==> src/hdl/qbas_pkg.sv <==
/*
  Package for the quad byte asynchronous memory controller: widths, timing figures, states.
  Assumes a 100 MHz controller clock; times are in ns and converted to cycles here.
*/
package qbas_pkg;
  localparam int ADDR_W       = 19;
  localparam int LANE_W       = 8;
  localparam int LANES        = 4;
  localparam int CLK_NS       = 10;
  localparam int ACCESS_NS    = 17;
  localparam int WPULSE_NS    = 20;
  localparam int FLOAT_NS     = 10;
  localparam int RECOVER_NS   = 10;
  localparam int ACCESS_CYC   = (ACCESS_NS + CLK_NS - 1) / CLK_NS + 1;
  localparam int WPULSE_CYC   = (WPULSE_NS + CLK_NS - 1) / CLK_NS;
  localparam int FLOAT_CYC    = (FLOAT_NS + CLK_NS - 1) / CLK_NS;
  localparam int RECOVER_CYC  = (RECOVER_NS + CLK_NS - 1) / CLK_NS;
  localparam int CNT_W        = 4;
  localparam logic [3:0] ALL_OFF_N = 4'hF;

  typedef enum logic [2:0] {
    QBAS_IDLE, QBAS_RD, QBAS_WR_FLOAT, QBAS_WR_PULSE, QBAS_RECOVER
  } qbas_state_e;

  function automatic logic [CNT_W-1:0] qbas_cnt(input int cycles);
    return CNT_W'(cycles < 1 ? 0 : cycles - 1);
  endfunction
endpackage

==> src/hdl/qbas_lane_hold.sv <==
/*
  Read data capture register: holds the 32-bit word sampled from the memory lanes.
  Assumes the capture strobe is issued once the access time has elapsed.
*/
`timescale 1ns/1ns
`default_nettype none
module qbas_lane_hold
  import qbas_pkg::*;
#(
  parameter int WIDTH = 32
) (
  input  wire logic             mclk_i,
  input  wire logic             arst_n_i,
  input  wire logic             load_i,
  input  wire logic [WIDTH-1:0] d_i,
  output logic      [WIDTH-1:0] q_o
);
  always_ff @(posedge mclk_i or negedge arst_n_i) begin
    if (!arst_n_i) begin
      q_o <= '0;
    end else if (load_i) begin
      q_o <= d_i;
    end
  end
endmodule
`default_nettype wire

==> src/hdl/qbas_ctrl.sv <==
/*
  Host side controller for a memory module of four byte-wide asynchronous dies.
  Assumes requests and pin inputs are synchronous to mclk_i; a request is taken when
  req_i is high and busy_o low. Byte lanes are chosen by lane_sel_i (active high).
*/
// Behaviour
// - Host ties select and strobe of chosen dies for 8 to 32 bit access
// - With select and drive low, address changes no faster than minimum read cycle
// - Select-started read: host holds address stable for the whole cycle
// - Strobe-ended write: raise strobe with select low, after the minimum pulse width (the code raises select in the same cycle as strobe)
// - Select-ended write: first of select or strobe rising ends it, minimum pulse kept
// - Host waits the float time after strobe falls before driving write data
`timescale 1ns/1ns
`default_nettype none
module qbas_ctrl
  import qbas_pkg::*;
(
  input  wire logic                    mclk_i,
  input  wire logic                    arst_n_i,
  input  wire logic                    req_i,
  input  wire logic                    we_i,
  input  wire logic [ADDR_W-1:0]       addr_i,
  input  wire logic [LANES-1:0]        lane_sel_i,
  input  wire logic [LANES*LANE_W-1:0] wdata_i,
  output logic                         busy_o,
  output logic                         rvalid_o,
  output logic      [LANES*LANE_W-1:0] rdata_o,
  output logic      [ADDR_W-1:0]       mem_addr_o,
  output logic      [LANES-1:0]        die_select_n_o,
  output logic      [LANES-1:0]        die_write_n_o,
  output logic                         out_drive_n_o,
  input  wire logic [LANES*LANE_W-1:0] dq_i,
  output logic      [LANES*LANE_W-1:0] dq_o,
  output logic      [LANES-1:0]        dq_oe_n_o
);
  qbas_state_e             state;
  logic        [CNT_W-1:0] cnt;
  logic                    cap;
  logic        [LANES-1:0] lanes;

  always_ff @(posedge mclk_i or negedge arst_n_i) begin
    if (!arst_n_i) begin
      state <= QBAS_IDLE;
      cnt   <= '0;
    end else begin
      unique case (state)
        QBAS_IDLE: begin
          if (req_i && !busy_o) begin
            state <= we_i ? QBAS_WR_FLOAT : QBAS_RD;
            cnt   <= we_i ? qbas_cnt(FLOAT_CYC) : qbas_cnt(ACCESS_CYC);
          end
        end
        QBAS_RD: begin
          if (cnt == '0) begin
            state <= QBAS_RECOVER;
            cnt   <= qbas_cnt(RECOVER_CYC);
          end else begin
            cnt <= cnt - 1'b1;
          end
        end
        QBAS_WR_FLOAT: begin
          if (cnt == '0) begin
            state <= QBAS_WR_PULSE;
            cnt   <= qbas_cnt(WPULSE_CYC);
          end else begin
            cnt <= cnt - 1'b1;
          end
        end
        QBAS_WR_PULSE: begin
          if (cnt == '0) begin
            state <= QBAS_RECOVER;
            cnt   <= qbas_cnt(RECOVER_CYC);
          end else begin
            cnt <= cnt - 1'b1;
          end
        end
        QBAS_RECOVER: begin
          if (cnt == '0) begin
            state <= QBAS_IDLE;
          end else begin
            cnt <= cnt - 1'b1;
          end
        end
      endcase
    end
  end

  // Request capture: address, lanes and data held for the whole access
  always_ff @(posedge mclk_i or negedge arst_n_i) begin
    if (!arst_n_i) begin
      mem_addr_o <= '0;
      lanes      <= '0;
      dq_o       <= '0;
    end else if (state == QBAS_IDLE && req_i && !busy_o) begin
      mem_addr_o <= addr_i;
      lanes      <= lane_sel_i;
      dq_o       <= wdata_i;
    end
  end

  // Pin strobes
  always_ff @(posedge mclk_i or negedge arst_n_i) begin
    if (!arst_n_i) begin
      die_select_n_o <= ALL_OFF_N;
      die_write_n_o  <= ALL_OFF_N;
      out_drive_n_o  <= 1'b1;
      dq_oe_n_o      <= ALL_OFF_N;
      busy_o         <= 1'b0;
    end else begin
      busy_o <= !(state == QBAS_IDLE && !(req_i && !busy_o)) &&
                !(state == QBAS_RECOVER && cnt == '0);
      if (state == QBAS_IDLE && req_i && !busy_o) begin
        die_select_n_o <= ~lane_sel_i;
        die_write_n_o  <= we_i ? ~lane_sel_i : ALL_OFF_N;
        out_drive_n_o  <= we_i;
        dq_oe_n_o      <= ALL_OFF_N;
      end else if (state == QBAS_WR_FLOAT && cnt == '0) begin
        dq_oe_n_o <= ~lanes;
      end else if ((state == QBAS_WR_PULSE || state == QBAS_RD) && cnt == '0) begin
        die_select_n_o <= ALL_OFF_N;
        die_write_n_o  <= ALL_OFF_N;
        out_drive_n_o  <= 1'b1;
      end else if (state == QBAS_RECOVER && cnt == '0) begin
        dq_oe_n_o <= ALL_OFF_N;
      end
    end
  end

  assign cap = (state == QBAS_RD) && (cnt == '0);

  always_ff @(posedge mclk_i or negedge arst_n_i) begin
    if (!arst_n_i) begin
      rvalid_o <= 1'b0;
    end else begin
      rvalid_o <= cap;
    end
  end

  qbas_lane_hold #(.WIDTH(LANES*LANE_W)) u_hold (
    .mclk_i   (mclk_i),
    .arst_n_i (arst_n_i),
    .load_i   (cap),
    .d_i      (dq_i),
    .q_o      (rdata_o)
  );

  // Access timing and pin checks
  chk_write_float_guard: assert property (@(posedge mclk_i) disable iff (!arst_n_i)
    $fell(die_write_n_o[0]) |-> dq_oe_n_o[0])
    else $error("write data driven before float time");
  chk_no_drive_read: assert property (@(posedge mclk_i) disable iff (!arst_n_i)
    !out_drive_n_o |-> &dq_oe_n_o)
    else $error("host drives lanes during read");
  chk_read_access: assert property (@(posedge mclk_i) disable iff (!arst_n_i)
    $fell(out_drive_n_o) |-> ##3 rvalid_o)
    else $error("read data not captured after access time");
  chk_addr_hold: assert property (@(posedge mclk_i) disable iff (!arst_n_i)
    (die_select_n_o != ALL_OFF_N) |=> $stable(mem_addr_o) || die_select_n_o == ALL_OFF_N)
    else $error("address moved during access");
  chk_pulse_width: assert property (@(posedge mclk_i) disable iff (!arst_n_i)
    $fell(dq_oe_n_o[0]) |-> !die_write_n_o[0] [*2])
    else $error("write pulse too short");
  chk_data_hold: assert property (@(posedge mclk_i) disable iff (!arst_n_i)
    $rose(die_write_n_o[0]) |-> !dq_oe_n_o[0] && $stable(dq_o))
    else $error("write data released before strobe end");
  chk_write_end: assert property (@(posedge mclk_i) disable iff (!arst_n_i)
    $rose(die_write_n_o[0]) |-> $rose(die_select_n_o[0]))
    else $error("write not ended by select and strobe");
  chk_lane_match: assert property (@(posedge mclk_i) disable iff (!arst_n_i)
    (die_write_n_o | die_select_n_o) == die_write_n_o)
    else $error("strobe without select");
  chk_float_then_drive: assert property (@(posedge mclk_i) disable iff (!arst_n_i)
    $fell(die_write_n_o[0]) |=> !dq_oe_n_o[0])
    else $error("write data not driven after float time");
  chk_strobe_pair: assert property (@(posedge mclk_i) disable iff (!arst_n_i)
    $fell(die_write_n_o[0]) |-> $fell(die_select_n_o[0]))
    else $error("write strobe fell without select");
  chk_data_stable: assert property (@(posedge mclk_i) disable iff (!arst_n_i)
    !(&dq_oe_n_o) |=> $stable(dq_o) || &dq_oe_n_o)
    else $error("write data moved while driven");
  chk_busy_span: assert property (@(posedge mclk_i) disable iff (!arst_n_i)
    $rose(busy_o) |-> busy_o [*4] ##1 !busy_o)
    else $error("access length wrong");
  chk_drive_span: assert property (@(posedge mclk_i) disable iff (!arst_n_i)
    $fell(out_drive_n_o) |-> !out_drive_n_o [*3] ##1 out_drive_n_o)
    else $error("output drive window wrong");
  chk_rvalid_pulse: assert property (@(posedge mclk_i) disable iff (!arst_n_i)
    rvalid_o |=> !rvalid_o)
    else $error("read valid longer than one cycle");
  chk_capture_read: assert property (@(posedge mclk_i) disable iff (!arst_n_i)
    cap |-> !out_drive_n_o && die_write_n_o == ALL_OFF_N)
    else $error("capture outside a read");
  chk_write_no_drive: assert property (@(posedge mclk_i) disable iff (!arst_n_i)
    !(&die_write_n_o) |-> out_drive_n_o)
    else $error("output drive low during write");
  chk_read_no_strobe: assert property (@(posedge mclk_i) disable iff (!arst_n_i)
    !out_drive_n_o |-> die_write_n_o == ALL_OFF_N)
    else $error("write strobe low during read");
  chk_idle_released: assert property (@(posedge mclk_i) disable iff (!arst_n_i)
    !busy_o |-> die_select_n_o == ALL_OFF_N && out_drive_n_o && &dq_oe_n_o)
    else $error("pins not released while idle");

  // Main scenario covers
  cov_read: cover property (@(posedge mclk_i) disable iff (!arst_n_i) rvalid_o);
  cov_write: cover property (@(posedge mclk_i) disable iff (!arst_n_i) $rose(die_write_n_o[0]));
  cov_full_word: cover property (@(posedge mclk_i) disable iff (!arst_n_i)
    die_select_n_o == 4'h0);
  cov_byte_lane: cover property (@(posedge mclk_i) disable iff (!arst_n_i)
    die_select_n_o == 4'h7);
  cov_two_lanes: cover property (@(posedge mclk_i) disable iff (!arst_n_i)
    die_select_n_o == 4'hC);
endmodule
`default_nettype wire

==> config.mk <==
export PLATFORM = sky130hd
export DESIGN_NAME = qbas_ctrl
export DESIGN_NICKNAME = d
export VERILOG_FILES = /design/src/hdl/qbas_pkg.sv /design/src/hdl/qbas_lane_hold.sv /design/src/hdl/qbas_ctrl.sv
export SDC_FILE = /design/constraint.sdc
export NUM_CORES = 1
export LEC_CHECK = 0
export ABC_CLOCK_PERIOD_IN_PS = 2300
export BUFFER_PORTS_ARGS = -buffer_cell sky130_fd_sc_hd__buf_2
export CAP_MARGIN = 20
export CORE_MARGIN = 5
export CORE_UTILIZATION = 43
export DETAILED_ROUTE_END_ITERATION = 8
export GPL_TIMING_DRIVEN = 0
export PLACE_DENSITY = 0.77
export REMOVE_ABC_BUFFERS = 1
export SYNTH_ARGS = -nofsm -noshare
export SYNTH_HDL_FRONTEND = slang
export SYNTH_SLANG_ARGS = --single-unit
==> constraint.sdc <==
create_clock -name mclk_i -period 2.3 [get_ports mclk_i]
set_input_delay 0.115 -clock mclk_i [delete_from_list [all_inputs] [get_ports mclk_i]]
set_output_delay 0.115 -clock mclk_i [all_outputs]
set_load 0.01 [all_outputs]
Word level (Yosys, flattened, before mapping):

Cells that the tools add are included.

* add/subtract/negate cells: 1
* equality and inequality tests: 11
* multiplexer cells: 24
* bitwise logic cells: 2
* reduce and logical (&&, ||, !) cells: 23

Operators by type and width (count)
* 4-bit 2-to-1 mux: 13
* 4-bit one-hot mux with 4 select lines: 1
* 3-bit 2-to-1 mux: 4
* 3-bit one-hot mux with 4 select lines: 1
* 1-bit logical AND: 9
* 2-bit != test (second input constant): 4
* 4-bit inverter: 2
* 3-bit by 2-bit equality test with 1-bit output (second input constant): 2
* 2-bit AND reduction: 3
* 1-bit logical NOT: 4
* 4-bit logical NOT: 1
* 2-bit 2-to-1 mux: 2
* 2-bit by 1-bit != test with 1-bit output (second input constant): 2
* 4-bit AND reduction: 1
* 4-bit by 1-bit subtractor with 4-bit output (second input constant): 1
* 3-bit by 1-bit equality test with 1-bit output (second input constant): 1
* 3-bit equality test (second input constant): 1
* 3-bit logical NOT: 1
* 1-bit 2-to-1 mux: 3
* 3-bit != test (second input constant): 1
* 3-bit nonzero test: 1
* 2-bit nonzero test: 1
* 2-bit OR reduction: 1
* 1-bit logical OR: 1

* flip-flop bits (word level): 109
* input port bits: 91
* output and inout bits: 98
* word-level logic and storage cells: 73

Logic depth before layout (Yosys ltp):

* depth in word-level cells: 6
* gate-level depth with buffers: 9
* depth with buffers taken out: 6

Modules after synthesis:

From an unflattened synthesis, not the netlist that was laid out.

* cell total of the unflattened synthesis: 397
* area, all modules: 4493.1 um^2

Modules (own cells, without submodules)
* qbas_ctrl: times used 1, cells an instance 329, area each 3148.0 um^2, seq. area each 1943.1 um^2
* qbas_lane_hold: times used 1, cells an instance 68, area each 1345.0 um^2, seq. area each 800.8 um^2

Worst setup path before layout:

Ideal clock, no wire load.

* path kind: reg-to-reg
* from: reg cnt[0]
* to: reg u_hold.q_o[0]
* setup time: 0.127 ns
* data arrival time: 2.072 ns
* data required time: 2.173 ns
* slack: 0.101 ns
* stages on the path, launching flop included: 10
* buffers on the path: 3
* clock period less this slack: 2.199 ns
* path through: dfrtp_1 > inv_1 > ha_1 > or3b_1 > buf_2 > or2_1 > buf_2 > nor2_8 > buf_6 > mux2_1

* cells in the longest elaborated chain, start to end: 2

RTL lines
* start, declared: RTL line qbas_ctrl.sv:37 `logic [CNT_W-1:0] cnt;`
* start signal, assigned: RTL line qbas_ctrl.sv:50 `cnt <= we_i ? qbas_cnt(FLOAT_CYC) : qbas_cnt(ACCESS_CYC);`
* start signal, assigned: RTL line qbas_ctrl.sv:56 `cnt <= qbas_cnt(RECOVER_CYC);`
* start signal, assigned: RTL line qbas_ctrl.sv:58 `cnt <= cnt - 1'b1;`
* 4-bit logical NOT: RTL line qbas_ctrl.sv:129 `assign cap = (state == QBAS_RD) && (cnt == '0);`
* 1-bit logical AND: RTL line qbas_ctrl.sv:129
* end signal, assigned: RTL line qbas_lane_hold.sv:22 `q_o <= d_i;`
* end, declared: RTL line qbas_lane_hold.sv:16 `output logic [WIDTH-1:0] q_o`

Every way passes these cells.
A chain may end at the register's enable or synchronous reset.

Final worst setup path:

* from: reg cnt[0]
* to: reg u_hold.q_o[19]

The elaborated chain is that of the path after synthesis.

==> impl_metrics.json <==
{
  "pwr_density_cell_nw_per_um2": 1210,
  "crit_arrival_ns": 2.42,
  "gr-total-overflow": 0,
  "ys_types": 35,
  "finClkSkew_ns": 0.0139,
  "synth.most_common_cell": "nand2_1",
  "min_period_over_period_pct": 95.8,
  "ys_async_sr_fraction_pct": 100,
  "status": "finished clean",
  "die_w_um": 110,
  "portBuffers": 188,
  "clk_path_buf_depth": 2,
  "r2r_cells": 7,
  "hold_viol": 0,
  "drt-wirelength-per-cell_um": 15.7,
  "rows": 36,
  "grt_setup_unrepaired": "no",
  "grt_pass1_vias": 4154,
  "fp.dieH_um": 110,
  "r2r_setup_slack_ns": 0.1,
  "synth.avg_cell_area_um2": 10.8,
  "drtIter0Drc": 136,
  "synthCells": 397,
  "synth_seq_cells": 109,
  "insertion_delay_ns": 0.35,
  "core-area_um2": 9770,
  "ir_drop_v": 0.000556,
  "cts_root_buffer": "clkbuf_8",
  "vias": 3989,
  "worst_pin_slew_ns": 0.680,
  "syn_area_um2": 4300,
  "power_leakage_uw": 0.00344,
  "pin_count": 189,
  "cp-startpoint": "cnt[0]",
  "hpwl_mm": 7.80,
  "max-cap-violations": 0,
  "slew_headroom_pct": 54.7,
  "hp-class": "in2reg",
  "synth_top_cell_by_area": "dfrtp_1",
  "stdcell_area_um2": 6560,
  "antenna_found_initial": 0,
  "dp_cells": 702,
  "criticalPathCategory": "reg2reg",
  "ys_top_cells_by_area": "dfrtp_1 (56%), nand2_1 (15%), mux2_1 (8.4%), dfstp_2 (7.9%), a2bb2oi_1 (2.6%)",
  "synthTopCellsByCount": "nand2_1 (175), dfrtp_1 (96), mux2_1 (32)",
  "drive_above_1_share_pct": 35.5,
  "syn_to_final_growth_pct": 52.4,
  "nets": 766,
  "critPathLaunchType": "flop",
  "period_needed_ns": 2.20,
  "ys_seq_area_share_pct": 63.8,
  "path_max_fanout": 17,
  "synthFlopType": "dfrtp_1",
  "cp.required_ns": 2.52,
  "max_freq_mhz": 454,
  "grt_use_total_pct": 20.7,
  "cts_tree": "built",
  "synth_top_area_share_pct": 55.8,
  "ys_warn_count": 0,
  "reg2reg_from": "cnt[0]",
  "cts-buffers-inserted": 9,
  "setup_viol": 0,
  "grt_start_max_net_pins": 64,
  "drt-vias-per-instance": 4.91,
  "htree_levels": 3,
  "start_util_pct": 44.0,
  "antenna_cells": 0,
  "grt_pass1_wl_mm": 19.4,
  "place_area_um2": 5400,
  "r2r_end": "u_hold.q_o[19]",
  "crit_end": "u_hold.q_o[19]",
  "ant_nets": 0,
  "drc": 0,
  "end_kind": "flop",
  "fin_tns_setup_ns": 0,
  "finalMaxSlewViolations": 0,
  "synth-edff-count": 0,
  "firstDrtPassIters": 4,
  "drt_wl_total_mm": 12.8,
  "gp_congestion": 0.749,
  "clk_pin_slew_worst_paths_ns": 0.09,
  "dieArea_um2": 12100,
  "cts.sinks": 109,
  "final_cells": 812
}
[what timing repair did]
action | in CTS | in global routing
setup buffers | 4 | 4
resized for setup | 4 | 3
pin swaps | 2 | 2
cloned | 1 | 0
hold endpoints to repair | 125 | 0
endpoints found under the setup margin | 56 | 54
hold buffers | 85 | 0
[layout make-up]
| type | instances | area, um2 |
|---|---|---|
| well taps | 133 | 166 |
| inverters | 4 | 15.0 |
| repair buffers | 287 | 1980 |
| multi-input cells | 263 | 1470 |
| flip-flops and latches | 109 | 2750 |
| clock buffers | 11 | 141 |
| clock inverters | 5 | 43.8 |
| fillers | 673 | 3220 |
[routing by layer]
metal	up-vias	routed length, um	global-route usage [%]
li1	1847	-	-
met1	1929	4780	22.6
met2	184	6480	37.7
met3	29	1180	6.00
met4	0	337	8.28
met5	-	0	0
[through the flow]
| step | total power (uW) | hold WS, ns | setup slack [ns] | util (%) |
|---|---|---|---|---|
| floorplan | 5130 | -0.181 | -2.04 | - |
| global placement | 6340 | 0.280 | -4.04 | 54.2 |
| detailed placement | 6520 | 0.161 | -0.287 | 55.2 |
| CTS | 7850 | 0.00244 | 0.0248 | 66.5 |
| global route | 8490 | 0.00187 | 0.00902 | 67.1 |
| finish | 7910 | 0.0153 | 0.0963 | 67.1 |
[layout by cell type (no fill, tap or decap), types with 2 or more instances in the layout]
master	synthesis	final
nor4_1	2	2
dfstp_2	13	13
inv_1	4	4
o21ai_0	3	3
nand3_1	3	3
dfrtp_1	96	95
buf_6	3	3
dlygate4sd3_1	0	85
nor2_4	0	2
nand2_1	175	174
inv_6	0	2
clkinv_4	0	3
clkbuf_8	0	10
nor2_1	4	3
a21oi_1	2	2
buf_2	9	187
nor3_1	6	5
mux2_1	32	32
buf_12	0	3
a2bb2oi_1	13	13
buf_4	0	7
[how the worst min path moves through the flow]
stage	startpoint	end	slack, ns	cells after the start
after global placement	lane_sel_i[2]	die_write_n_o[2]	0.28	2
final	dq_i[13]	u_hold.q_o[13]	0.02	2
after global routing	dq_i[6]	u_hold.q_o[6]	0.002	2
after detailed placement	arst_n_i	u_hold.q_o[30]	0.16	1
after CTS	dq_i[6]	u_hold.q_o[6]	0.002	2
after floorplan	arst_n_i	busy_o	-0.18	0
[registers in the layout (all words and copies together) (netlist names)]
signal / flops
busy_o: 1
cnt: 4
die_select_n_o: 4
die_write_n_o: 4
dq_o: 32
dq_oe_n_o: 4
lanes: 4
mem_addr_o: 19
out_drive_n_o: 1
rvalid_o: 1
state: 3
u_hold.q_o: 32
[critical path: stages (launching register included)]
cell	delay (ns)
dfrtp_2	0.45
inv_1	0.06
ha_1	0.19
or3b_4	0.41
or2_4	0.31
nor2_8	0.13
buf_12	0.17
mux2_1	0.35
[power breakdown]
part	switching, uW	internal [uW]	leakage [uW]	total [uW]
clock	635	439	0.0000945	1070
sequential	596	2870	0.00132	3460
combinational	1800	1580	0.00203	3370
[cell families (layout without fill, tap and decap cells)]
| logic type | Yosys count | in the layout | share of synthesized area, % |
|---|---|---|---|
| adder cells (fa/ha/maj) | 1 | 1 | 0.291 |
| AO/OA/AOI/OAI | 27 | 27 | 5.06 |
| buffers and inverters | 26 | 307 | 3.05 |
| XOR/XNOR | 1 | 1 | 0.204 |
| AND/OR/NAND/NOR | 199 | 200 | 18.8 |
| flip-flops | 109 | 109 | 63.8 |
| multiplexers | 34 | 34 | 8.87 |
No activity file was read; power rests on OpenSTA's default activity.
